**src/hw/mhp_pkg.sv**
```systemverilog
// Package: shared constants and types for the multi-mode host bus port
package mhp_pkg;

	typedef enum logic [1:0] {
		MHP_STYLE_STROBE = 2'h0,
		MHP_STYLE_DSTROBE = 2'h1,
		MHP_STYLE_ENCLK = 2'h2,
		MHP_STYLE_RSVD = 2'h3
	} mhp_style_t;

	localparam int DATA_W = 8;
	localparam int ADDR_W = 16;
	// The device holds off the host for this many cycles plus one before completing a transfer
	localparam logic [3:0] ACK_DELAY = 4'h3;
	// Host side: strobe low time and idle time, in clk_sys cycles
	localparam logic [3:0] HOST_STROBE_CYC = 4'h8;
	localparam logic [3:0] HOST_IDLE_CYC = 4'h4;
	localparam logic [7:0] DATA_RST = 8'h00;
	localparam logic [7:0] READ_VALUE_RST = 8'h00;

endpackage : mhp_pkg

```
**src/hw/mhp_bus_if.sv**
```systemverilog
// Interface: host bus pins between host and device ends
`timescale 1ns/1ps
interface mhp_bus_if;
	logic cs_n;
	logic rd_pin;
	logic wr_pin;
	logic cmd_data_select;
	logic [15:1] addr_hi;
	logic [7:0] d_host_o;
	logic d_host_oe;
	logic [7:0] d_dev_o;
	logic d_dev_oe;
	logic wait_o;
	logic wait_oe;

	modport device (
		input cs_n, rd_pin, wr_pin, cmd_data_select, addr_hi, d_host_o, d_host_oe,
		output d_dev_o, d_dev_oe, wait_o, wait_oe
	);
	modport host (
		output cs_n, rd_pin, wr_pin, cmd_data_select, addr_hi, d_host_o, d_host_oe,
		input d_dev_o, d_dev_oe, wait_o, wait_oe
	);
endinterface : mhp_bus_if

```
**src/hw/mhp_device.sv**
```systemverilog
// Device end: slave side of the multi-mode parallel host port
`timescale 1ns/1ps

// Summary of operation
// - Separate-strobe: write captured at strobe rising edge
// - Enable-clock: write pin high reads, low writes
// - Data-strobe: write pin high reads, low writes
// - Respond only while chip select asserted low
// - Separate-strobe: wait low stretches, high completes
// - Data-strobe: acknowledge held off until transfer ready
// - Host may handshake on wait in indirect mode
// - Enable-clock: host ignores wait/acknowledge output
// - Reset returns registers and outputs inactive
// - Static straps select bus style and addressing
// - Read pin role differs per bus style
// - Indirect: low address bit tags data kind
// - Data bus tristated, driven only during reads
module mhp_device (
	// Clock and reset
	input wire logic clk_sys,
	input wire logic rst_n,
	// Straps
	input wire logic [1:0] bus_style_select,
	input wire logic addressing_mode_select,
	// Host bus pins
	mhp_bus_if.device bus,
	// User side: captured writes and data to return on reads
	input wire logic [7:0] read_value,
	output logic [7:0] wr_data,
	output logic wr_is_cmd,
	output logic wr_valid,
	output logic rd_done,
	output logic indirect_mode
);

	////////////////////////////////////////////////////////////////////////
	// Two-flop synchronisers for every host pin the device uses (addr_hi and d_host_oe are not sampled)

	logic [3:0] s1_r;
	logic [3:0] s2_r;
	logic [7:0] d1_r;
	logic [7:0] d2_r;
	always_ff @(posedge clk_sys or negedge rst_n) begin
		if (!rst_n) begin
			s1_r <= 4'hf;
			s2_r <= 4'hf;
			d1_r <= mhp_pkg::DATA_RST;
			d2_r <= mhp_pkg::DATA_RST;
		end else begin
			s1_r <= {bus.cs_n, bus.rd_pin, bus.wr_pin, bus.cmd_data_select};
			s2_r <= s1_r;
			d1_r <= bus.d_host_o;
			d2_r <= d1_r;
		end
	end

	wire cs_act = ~s2_r[3];
	wire rd_s = s2_r[2];
	wire wr_s = s2_r[1];
	wire a0_s = s2_r[0];

	////////////////////////////////////////////////////////////////////////
	// Straps pass two flops, then are caught once after reset release

	logic [2:0] strap1_r;
	logic [2:0] strap2_r;
	logic [1:0] settle_r;
	always_ff @(posedge clk_sys or negedge rst_n) begin
		if (!rst_n) begin
			strap1_r <= 3'h0;
			strap2_r <= 3'h0;
			settle_r <= 2'h0;
		end else begin
			strap1_r <= {addressing_mode_select, bus_style_select};
			strap2_r <= strap1_r;
			settle_r <= {settle_r[0], 1'b1};
		end
	end

	// Caught only once the second flop holds a pin value, not its reset value
	logic strap_done_r;
	mhp_pkg::mhp_style_t style_r;
	logic indirect_r;
	always_ff @(posedge clk_sys or negedge rst_n) begin
		if (!rst_n) begin
			strap_done_r <= 1'b0;
			style_r <= mhp_pkg::MHP_STYLE_STROBE;
			indirect_r <= 1'b0;
		end else if (!strap_done_r && settle_r[1]) begin
			strap_done_r <= 1'b1;
			style_r <= mhp_pkg::mhp_style_t'(strap2_r[1:0]);
			indirect_r <= strap2_r[2];
		end
	end

	////////////////////////////////////////////////////////////////////////
	// Decode of an active access per style

	wire is_strobe = style_r == mhp_pkg::MHP_STYLE_STROBE;
	wire is_dstrobe = style_r == mhp_pkg::MHP_STYLE_DSTROBE;
	wire is_enclk = style_r == mhp_pkg::MHP_STYLE_ENCLK;
	// read pin low is read enable / data strobe, high is enable clock
	wire strobe_rd = is_strobe & ~rd_s;
	wire strobe_wr = is_strobe & ~wr_s;
	wire ds_act = is_dstrobe & ~rd_s;
	wire en_act = is_enclk & rd_s;
	wire access = strap_done_r & cs_act & (strobe_rd | strobe_wr | ds_act | en_act);
	wire dir_read = is_strobe ? strobe_rd : wr_s;
	wire handshake = is_strobe | is_dstrobe;

	////////////////////////////////////////////////////////////////////////
	// Access state machine

	typedef enum logic [1:0] {
		ST_IDLE = 2'h0,
		ST_HOLD = 2'h1,
		ST_DONE = 2'h2
	} mhp_dstate_t;

	mhp_dstate_t st_r;
	mhp_dstate_t st_nxt;
	logic [3:0] cnt_r;
	logic rd_cyc_r;

	wire cnt_end = cnt_r == mhp_pkg::ACK_DELAY;
	always_comb begin
		st_nxt = st_r;
		unique case (st_r)
			ST_IDLE: if (access) st_nxt = ST_HOLD;
			ST_HOLD: if (!access) st_nxt = ST_IDLE; else if (cnt_end) st_nxt = ST_DONE;
			ST_DONE: if (!access) st_nxt = ST_IDLE;
			default: st_nxt = ST_IDLE;
		endcase
	end

	// Write taken once, when the strobe ends after the device completed
	wire wr_end = (st_r == ST_DONE) & ~access & ~rd_cyc_r;
	wire rd_end = (st_r == ST_DONE) & ~access & rd_cyc_r;
	wire wr_take = access & ~dir_read;
	wire wait_hold = access & (st_nxt == ST_HOLD);

	always_ff @(posedge clk_sys or negedge rst_n) begin
		if (!rst_n) begin
			st_r <= ST_IDLE;
			cnt_r <= 4'h0;
			rd_cyc_r <= 1'b0;
		end else begin
			st_r <= st_nxt;
			cnt_r <= (st_r == ST_HOLD) ? cnt_r + 4'h1 : 4'h0;
			if (st_r == ST_IDLE && access) rd_cyc_r <= dir_read;
		end
	end

	// Data sampled while strobe still active, committed at its end
	logic [7:0] wr_data_r;
	logic wr_is_cmd_r;
	logic wr_valid_r;
	logic rd_done_r;
	always_ff @(posedge clk_sys or negedge rst_n) begin
		if (!rst_n) begin
			wr_data_r <= mhp_pkg::DATA_RST;
			wr_is_cmd_r <= 1'b0;
			wr_valid_r <= 1'b0;
			rd_done_r <= 1'b0;
		end else begin
			if (wr_take) begin
				wr_data_r <= d2_r;
				wr_is_cmd_r <= indirect_r & a0_s;
			end
			wr_valid_r <= wr_end;
			rd_done_r <= rd_end;
		end
	end

	// Pin drivers: all start released so nothing fights the host after reset
	logic [7:0] dout_r;
	logic dout_oe_r;
	logic wait_r;
	logic wait_oe_r;
	always_ff @(posedge clk_sys or negedge rst_n) begin
		if (!rst_n) begin
			dout_r <= mhp_pkg::DATA_RST;
			dout_oe_r <= 1'b0;
			wait_r <= 1'b1;
			wait_oe_r <= 1'b0;
		end else begin
			dout_r <= read_value;
			dout_oe_r <= access & dir_read;
			// Wait low while held, high when done, released with the strobe
			wait_r <= ~wait_hold;
			wait_oe_r <= access & handshake;
		end
	end

	assign wr_data = wr_data_r;
	assign wr_is_cmd = wr_is_cmd_r;
	assign wr_valid = wr_valid_r;
	assign rd_done = rd_done_r;
	assign indirect_mode = indirect_r;
	assign bus.d_dev_o = dout_r;
	assign bus.d_dev_oe = dout_oe_r;
	assign bus.wait_o = wait_r;
	assign bus.wait_oe = wait_oe_r;

endmodule : mhp_device

```
**src/flat_wrapper.sv**
```systemverilog
// flat-port wrapper written by rule: the top's interface ports become plain ports
module mhp_device_flat 
  (clk_sys, rst_n, bus_style_select, addressing_mode_select, read_value, wr_data, wr_is_cmd, wr_valid, rd_done, indirect_mode, bus_cs_n, bus_rd_pin, bus_wr_pin, bus_cmd_data_select, bus_addr_hi, bus_d_host_o, bus_d_host_oe, bus_d_dev_o, bus_d_dev_oe, bus_wait_o, bus_wait_oe);
  mhp_bus_if bus_i ();
  input wire logic clk_sys;
  input wire logic rst_n;
  input wire logic [1:0] bus_style_select;
  input wire logic addressing_mode_select;
  input wire logic [7:0] read_value;
  output logic [7:0] wr_data;
  output logic wr_is_cmd;
  output logic wr_valid;
  output logic rd_done;
  output logic indirect_mode;
  input wire logic [$bits(bus_i.cs_n)-1:0] bus_cs_n;
  input wire logic [$bits(bus_i.rd_pin)-1:0] bus_rd_pin;
  input wire logic [$bits(bus_i.wr_pin)-1:0] bus_wr_pin;
  input wire logic [$bits(bus_i.cmd_data_select)-1:0] bus_cmd_data_select;
  input wire logic [$bits(bus_i.addr_hi)-1:0] bus_addr_hi;
  input wire logic [$bits(bus_i.d_host_o)-1:0] bus_d_host_o;
  input wire logic [$bits(bus_i.d_host_oe)-1:0] bus_d_host_oe;
  output wire logic [$bits(bus_i.d_dev_o)-1:0] bus_d_dev_o;
  output wire logic [$bits(bus_i.d_dev_oe)-1:0] bus_d_dev_oe;
  output wire logic [$bits(bus_i.wait_o)-1:0] bus_wait_o;
  output wire logic [$bits(bus_i.wait_oe)-1:0] bus_wait_oe;
  assign bus_i.cs_n = bus_cs_n;
  assign bus_i.rd_pin = bus_rd_pin;
  assign bus_i.wr_pin = bus_wr_pin;
  assign bus_i.cmd_data_select = bus_cmd_data_select;
  assign bus_i.addr_hi = bus_addr_hi;
  assign bus_i.d_host_o = bus_d_host_o;
  assign bus_i.d_host_oe = bus_d_host_oe;
  assign bus_d_dev_o = bus_i.d_dev_o;
  assign bus_d_dev_oe = bus_i.d_dev_oe;
  assign bus_wait_o = bus_i.wait_o;
  assign bus_wait_oe = bus_i.wait_oe;
  mhp_device u_core (.clk_sys(clk_sys), .rst_n(rst_n), .bus_style_select(bus_style_select), .addressing_mode_select(addressing_mode_select), .bus(bus_i), .read_value(read_value), .wr_data(wr_data), .wr_is_cmd(wr_is_cmd), .wr_valid(wr_valid), .rd_done(rd_done), .indirect_mode(indirect_mode));
endmodule
```
**config.mk**
```make
export PLATFORM = sky130hd
export DESIGN_NAME = mhp_device_flat
export DESIGN_NICKNAME = d
export VERILOG_FILES = /design/src/hw/mhp_pkg.sv /design/src/hw/mhp_bus_if.sv /design/src/hw/mhp_device.sv /design/src/flat_wrapper.sv
export SDC_FILE = /design/constraint.sdc
export NUM_CORES = 1
export LEC_CHECK = 0
export ABC_AREA = 1
export BUFFER_PORTS_ARGS = -buffer_cell sky130_fd_sc_hd__buf_2
export CAP_MARGIN = 5
export CORE_MARGIN = 10
export CORE_UTILIZATION = 30
export DETAILED_ROUTE_END_ITERATION = 10
export GPL_ROUTABILITY_DRIVEN = 1
export SLEW_MARGIN = 5
export SYNTH_ARGS = -nofsm -noshare
export SYNTH_HDL_FRONTEND = slang
export SYNTH_SLANG_ARGS = --single-unit
```
**constraint.sdc**
```tcl
create_clock -name clk_sys -period 1.47 [get_ports clk_sys]
set_input_delay 0.2205 -clock clk_sys [delete_from_list [all_inputs] [get_ports clk_sys]]
set_output_delay 0.2205 -clock clk_sys [all_outputs]
set_load 0.01 [all_outputs]
```
# Word level (Yosys, flattened, before mapping)
# Cells that the tools add are included.
[classes] add_sub_neg=1 eq_ne=6 muxes=7 bitwise=25 reduce_logical=5
[op_table] operator="$and 1x1->1" count=14
[op_table] operator="$mux 2" count=4
[op_table] operator="$not 1->1" count=7
[op_table] operator="$eq 2x1->1 const B" count=3
[op_table] operator="$pmux 2 s3" count=1
[op_table] operator="$add 4x1->4 const B" count=1
[op_table] operator="$eq 2x2->1 const B" count=2
[op_table] operator="$eq 4x2->1 const B" count=1
[op_table] operator="$logic_not 2->1" count=2
[op_table] operator="$mux 4" count=1
[op_table] operator="$or 1x1->1" count=4
[op_table] operator="$logic_and 1x1->1" count=2
[op_table] operator="$logic_not 1->1" count=1
[op_table] operator="$mux 1" count=1
[totals] register_bits=65 in_bits=41 output_inout_bits=23

# Logic depth before layout (Yosys ltp)
[depth] word_depth=11 depth_mapped=7 depth_no_buf=7

# Least setup slack after synthesis
# No wires, ideal clock.
[synth_timing] path_kind="register -> register" startpoint="register u_core.s2_r[2]" endpoint="register u_core.wr_data_r[0], in the netlist u_core.wr_data[0]" setup_ns=0.117 t_arrival_ns=0.980 required_time_ns=1.353 path_slack_ns=0.373 path_stages_with_launch=6 n_path_buf=0 period_less_slack_ns=1.097 cell_sequence="dfstp_2 -> nor2_2 -> nor2_4 -> nand3_2 -> nand2_1 -> nand2_1"
[synth_via] elab_chain_len=7 elab_cells_between_ends=11 cone_classes="mux (1); bitwise (10)"
[synth_lines] element="from (decl)" line="mhp_device.sv:40" text="logic [3:0] s2_r;"
[synth_lines] element="from (signal assigned)" line="mhp_device.sv:51" text="s2_r <= s1_r;"
[synth_lines] element="$not 1->1" line="mhp_device.sv:103, mhp_device.sv:105"
[synth_lines] element="$and 1x1->1" line="mhp_device.sv:103" text="wire strobe_rd = is_strobe & ~rd_s;"
[synth_lines] element="$or 1x1->1 (3 in a row)" line="mhp_device.sv:107" text="wire access = strap_done_r & cs_act & (strobe_rd | strobe_wr | ds_act | en_act);"
[synth_lines] element="$and 1x1->1" line="mhp_device.sv:107"
[synth_lines] element="$and 1x1->1 (*)" line="mhp_device.sv:139" text="wire wr_take = access & ~dir_read;"
[synth_lines] element="to (signal assigned)" line="mhp_device.sv:161" text="wr_data_r <= mhp_pkg::DATA_RST;"
[synth_lines] element="to (signal assigned)" line="mhp_device.sv:167" text="wr_data_r <= d2_r;"
[synth_lines] element="to (decl)" line="mhp_device.sv:155" text="logic [7:0] wr_data_r;"
# Every way passes the cells marked *; elsewhere a longest branch is shown, timed or not.
# A chain may end at the register's enable or synchronous reset.

# Worst setup path in the final report
[layout_timing] startpoint="register u_core.style_r[1]" endpoint="register u_core.wr_is_cmd_r, in the netlist u_core.wr_is_cmd"
[layout_via] elab_chain_len=7 elab_cells_between_ends=14 cone_classes="eq/ne (2); mux (1); bitwise (10); reduce/logical (1)"
[layout_lines] element="from (decl)" line="mhp_device.sv:82" text="mhp_pkg::mhp_style_t style_r;"
[layout_lines] element="from (signal assigned)" line="mhp_device.sv:87" text="style_r <= mhp_pkg::MHP_STYLE_STROBE;"
[layout_lines] element="from (signal assigned)" line="mhp_device.sv:91" text="style_r <= mhp_pkg::mhp_style_t'(strap2_r[1:0]);"
[layout_lines] element="$logic_not 2->1" line="mhp_device.sv:99" text="wire is_strobe = style_r == mhp_pkg::MHP_STYLE_STROBE;"
[layout_lines] element="$and 1x1->1, on equally long branches" line="mhp_device.sv:103, mhp_device.sv:104"
[layout_lines] element="$or 1x1->1 (3 in a row)" line="mhp_device.sv:107"
[layout_lines] element="$and 1x1->1" line="mhp_device.sv:107"
[layout_lines] element="$and 1x1->1 (*)" line="mhp_device.sv:139"
[layout_lines] element="to (signal assigned)" line="mhp_device.sv:168" text="wr_is_cmd_r <= indirect_r & a0_s;"
[layout_lines] element="to (decl)" line="mhp_device.sv:156" text="logic wr_is_cmd_r;"
# Marks and branches as above.

==> metrics.cfg <==
[die]
dieHeight_um = 103
initial_utilization = 0.307
floorplan.die.width_um = 103
coreArea_mm2 = 0.00679
fp-row-count = 30
fp.dieArea_mm2 = 0.0107
io_pins = 64

[logic_synthesis]
mappedNetlistArea_mm2 = 0.00209
avgSynthCellArea_um2 = 13.2
netlist-cell-type-count = 20
yosysWarningCount = 0
yosys_register_bits = 65
cell_count_after_synthesis = 158
synthesis.nets = 200
seq_area_frac_synth = 0.785
ys_top_cells_by_area = sky130_fd_sc_hd__dfrtp_1 67%, sky130_fd_sc_hd__dfstp_2 11%, sky130_fd_sc_hd__nand2_1 5.8%
yosys.area.top_type = sky130_fd_sc_hd__dfrtp_1
yosysTopAreaCellShare = 0.671

[placed_design]
routabilityCongestion = 0.726
io_buffer_count = 47
hpwlAfterDp_um = 2560

[sta]
hold_viol = 0
slew_violations = 0
rsz0062_at_grt = false
maxClockFrequency_mhz = 756
skew_ns = 0.00458
holdWs_ns = 0.346
finalCritPeriodShare = 0.899
fin_tns_setup_ns = 0
timing.final.setup_violations = 0
time_the_final_worst_path_needs_with_i_o_delays_and_setup_ns = 1.32

[clock_network]
clock_input_transition_at_the_sequential_cells_of_the_worst_setup_and_hold_paths_ns = 0.06
post_cts.resized_instances = 0
cts_max_level = 3
clock_sink_count = 65
cts_made_buffers = 9
clkLatencyLatePin_ns = 0.32
clock_tree_from_tritoncts = yes
clock_root_buffer_master = sky130_fd_sc_hd__clkbuf_8
buffer_depth_of_the_longest_clock_path = 2

[drt]
wl_per_cell_um = 11.0
vias = 1323
routed_wirelength_um = 3740
initialDrtViolationCount = 49
viasPerCell = 3.88
remaining_drc_errors = 0
first_pass_iteration_count_of_the_detailed_router = 4
drtAntennaViolNets = 0

[critical_path]
critical_path_required_ns = 1.68
critical_path_peak_fanout = 13
arrival_ns = 1.53
critical_path_class = flop to flop
element_type_at_the_critical_path_end = flop
cp-start-kind = flop

[global_routing]
track_usage = 0.0783
grt_pass1_vias = 1448
overflow = 0
grt_max_degree = 66
initial_antenna_violation_count = 0
grt_pass1_wl_um = 6450

[final_layout]
num_antenna_cells = 0
layout.filler_cells = 682
post_route_cells_drive_above_1_share = 0.335
flow.area_growth_from_synthesis_pct = 37.3
nNetsFinal = 282

[worst_hold_path]
min-delay-path-class = flop to flop

[power]
vdd.ir_drop.worst_mv = 0.792
power.density_cell_area_mw_per_mm2 = 1460
p_leak_nw = 1.42

[outcome]
run_status = completed

[job]
drv.max_cap_violation_count = 0

[logic make-up (layout without fill, tap and decap cells)]
kind of cell	after synthesis	after routing	share of synthesized area
buffers and inverters	18	105	0.0396
AND/OR/NAND/NOR	65	65	0.144
flip-flops	65	65	0.785
adder cells (fa/ha/maj)	1	1	0.00599
other	1	1	0.00180
XOR/XNOR	1	1	0.00420
multiplexers	1	1	0.00540
AO/OA/AOI/OAI	6	6	0.0144
[synth_stat cells, drive strengths merged]
cell	number
dfstp	9
xor2	1
inv	15
nor2	16
nand4	10
ha	1
buf	3
a21oi	3
nand3	5
o21ai	3
mux2	1
dfrtp	56
conb	1
nand2	34
[metal layers]
layer  GRT usage  wire length (µm)  vias to the layer above
li1            -                 -                      655
met1      0.0836              1620                      629
met2       0.120              1770                       36
met3      0.0372               313                        3
met4      0.0545                32                        0
met5           0                 0                        -
[per-stage QoR]
stage	setup slack [ns]	total power, mW	cell area [µm²]	instances	utilization
CTS	0.131	4.26	2870	341	0.422
global placement	0.175	2.86	2450	301	0.361
finish	0.148	4.18	2870	341	0.422
floorplan	0.373	2.56	2090	158	-
detailed placement	0.142	2.87	2450	301	0.361
global route	0.00494	4.43	2870	341	0.422
[flip-flops by register name, indices dropped and copies added (netlist names)]
name / flops
u_core.bus.d_dev_o: 8
u_core.d1_r: 8
u_core.d2_r: 8
u_core.wr_data: 8
u_core.cnt_r: 4
u_core.s1_r: 4
u_core.s2_r: 4
u_core.strap1_r: 3
u_core.strap2_r: 3
u_core.settle_r: 2
u_core.st_r: 2
u_core.style_r: 2
u_core.bus.d_dev_oe: 1
u_core.bus.wait_o: 1
u_core.bus.wait_oe: 1
u_core.indirect_mode: 1
u_core.rd_cyc_r: 1
u_core.rd_done: 1
u_core.strap_done_r: 1
u_core.wr_is_cmd: 1
u_core.wr_valid: 1
[area by class of cell]
type                    count  area (µm²)  area share
clock buffers              13         159      0.0555
multi-input cells          75         367       0.128
flip-flops and latches     65        1640       0.572
clock inverters             3        15.0     0.00524
inverters                  15        56.3      0.0197
well taps                  96         120      0.0419
repair buffers             74         510       0.178
[cells in the final DEF, fill, tap and decap left out]
master / n
sky130_fd_sc_hd__ha_1: 1
sky130_fd_sc_hd__mux2_2: 1
sky130_fd_sc_hd__buf_4: 2
sky130_fd_sc_hd__nand3_2: 1
sky130_fd_sc_hd__nor2_2: 3
sky130_fd_sc_hd__conb_1: 1
sky130_fd_sc_hd__buf_2: 47
sky130_fd_sc_hd__inv_2: 1
sky130_fd_sc_hd__clkinv_2: 3
sky130_fd_sc_hd__nand3_1: 4
sky130_fd_sc_hd__nor2_1: 12
sky130_fd_sc_hd__a21oi_1: 3
sky130_fd_sc_hd__clkbuf_8: 11
sky130_fd_sc_hd__dfrtp_1: 56
sky130_fd_sc_hd__clkbuf_1: 2
sky130_fd_sc_hd__dfstp_2: 9
sky130_fd_sc_hd__nor2_4: 1
sky130_fd_sc_hd__o21ai_0: 3
sky130_fd_sc_hd__nand2_2: 2
sky130_fd_sc_hd__nand4_1: 10
sky130_fd_sc_hd__inv_1: 14
sky130_fd_sc_hd__dlygate4sd3_1: 24
sky130_fd_sc_hd__nand2_1: 32
sky130_fd_sc_hd__buf_12: 1
sky130_fd_sc_hd__xor2_1: 1
[power by group]
part	total, mW	switching, mW	internal [mW]
Combinational	0.696	0.401	0.295
Sequential	2.17	0.129	2.04
Clock	1.31	0.613	0.697
Total	4.18	1.14	3.04
[critical path: stages (launching register included)]
cell and delay [ns]:
sky130_fd_sc_hd__dfrtp_1 0.42, sky130_fd_sc_hd__inv_2 0.08, sky130_fd_sc_hd__nand2_1 0.06, sky130_fd_sc_hd__nand2_1 0.05
sky130_fd_sc_hd__nand2_2 0.20, sky130_fd_sc_hd__nand3_2 0.24, sky130_fd_sc_hd__nand2_1 0.11, sky130_fd_sc_hd__nand2_1 0.05
[what timing repair did]
item	in CTS	in global routing
setup buffers	0	0
hold buffers	24	0
hold endpoints to repair	79	0
[worst paths after layout]
kind,startpoint,end,slack [ns],cells past startpoint
setup / recovery,u_core.style_r[1],u_core.wr_is_cmd,0.15,7
min in group asynchronous,rst_n,u_core.wr_data[7],0.44,3
max in group asynchronous,rst_n,u_core.s1_r[0],0.72,3
setup reg to reg,u_core.style_r[1],u_core.wr_is_cmd,0.15,7
hold / removal,u_core.d1_r[6],u_core.d2_r[6],0.35,0
hold reg to reg,u_core.d1_r[6],u_core.d2_r[6],0.35,0
Note: power is estimated with default switching activity, not from simulation.
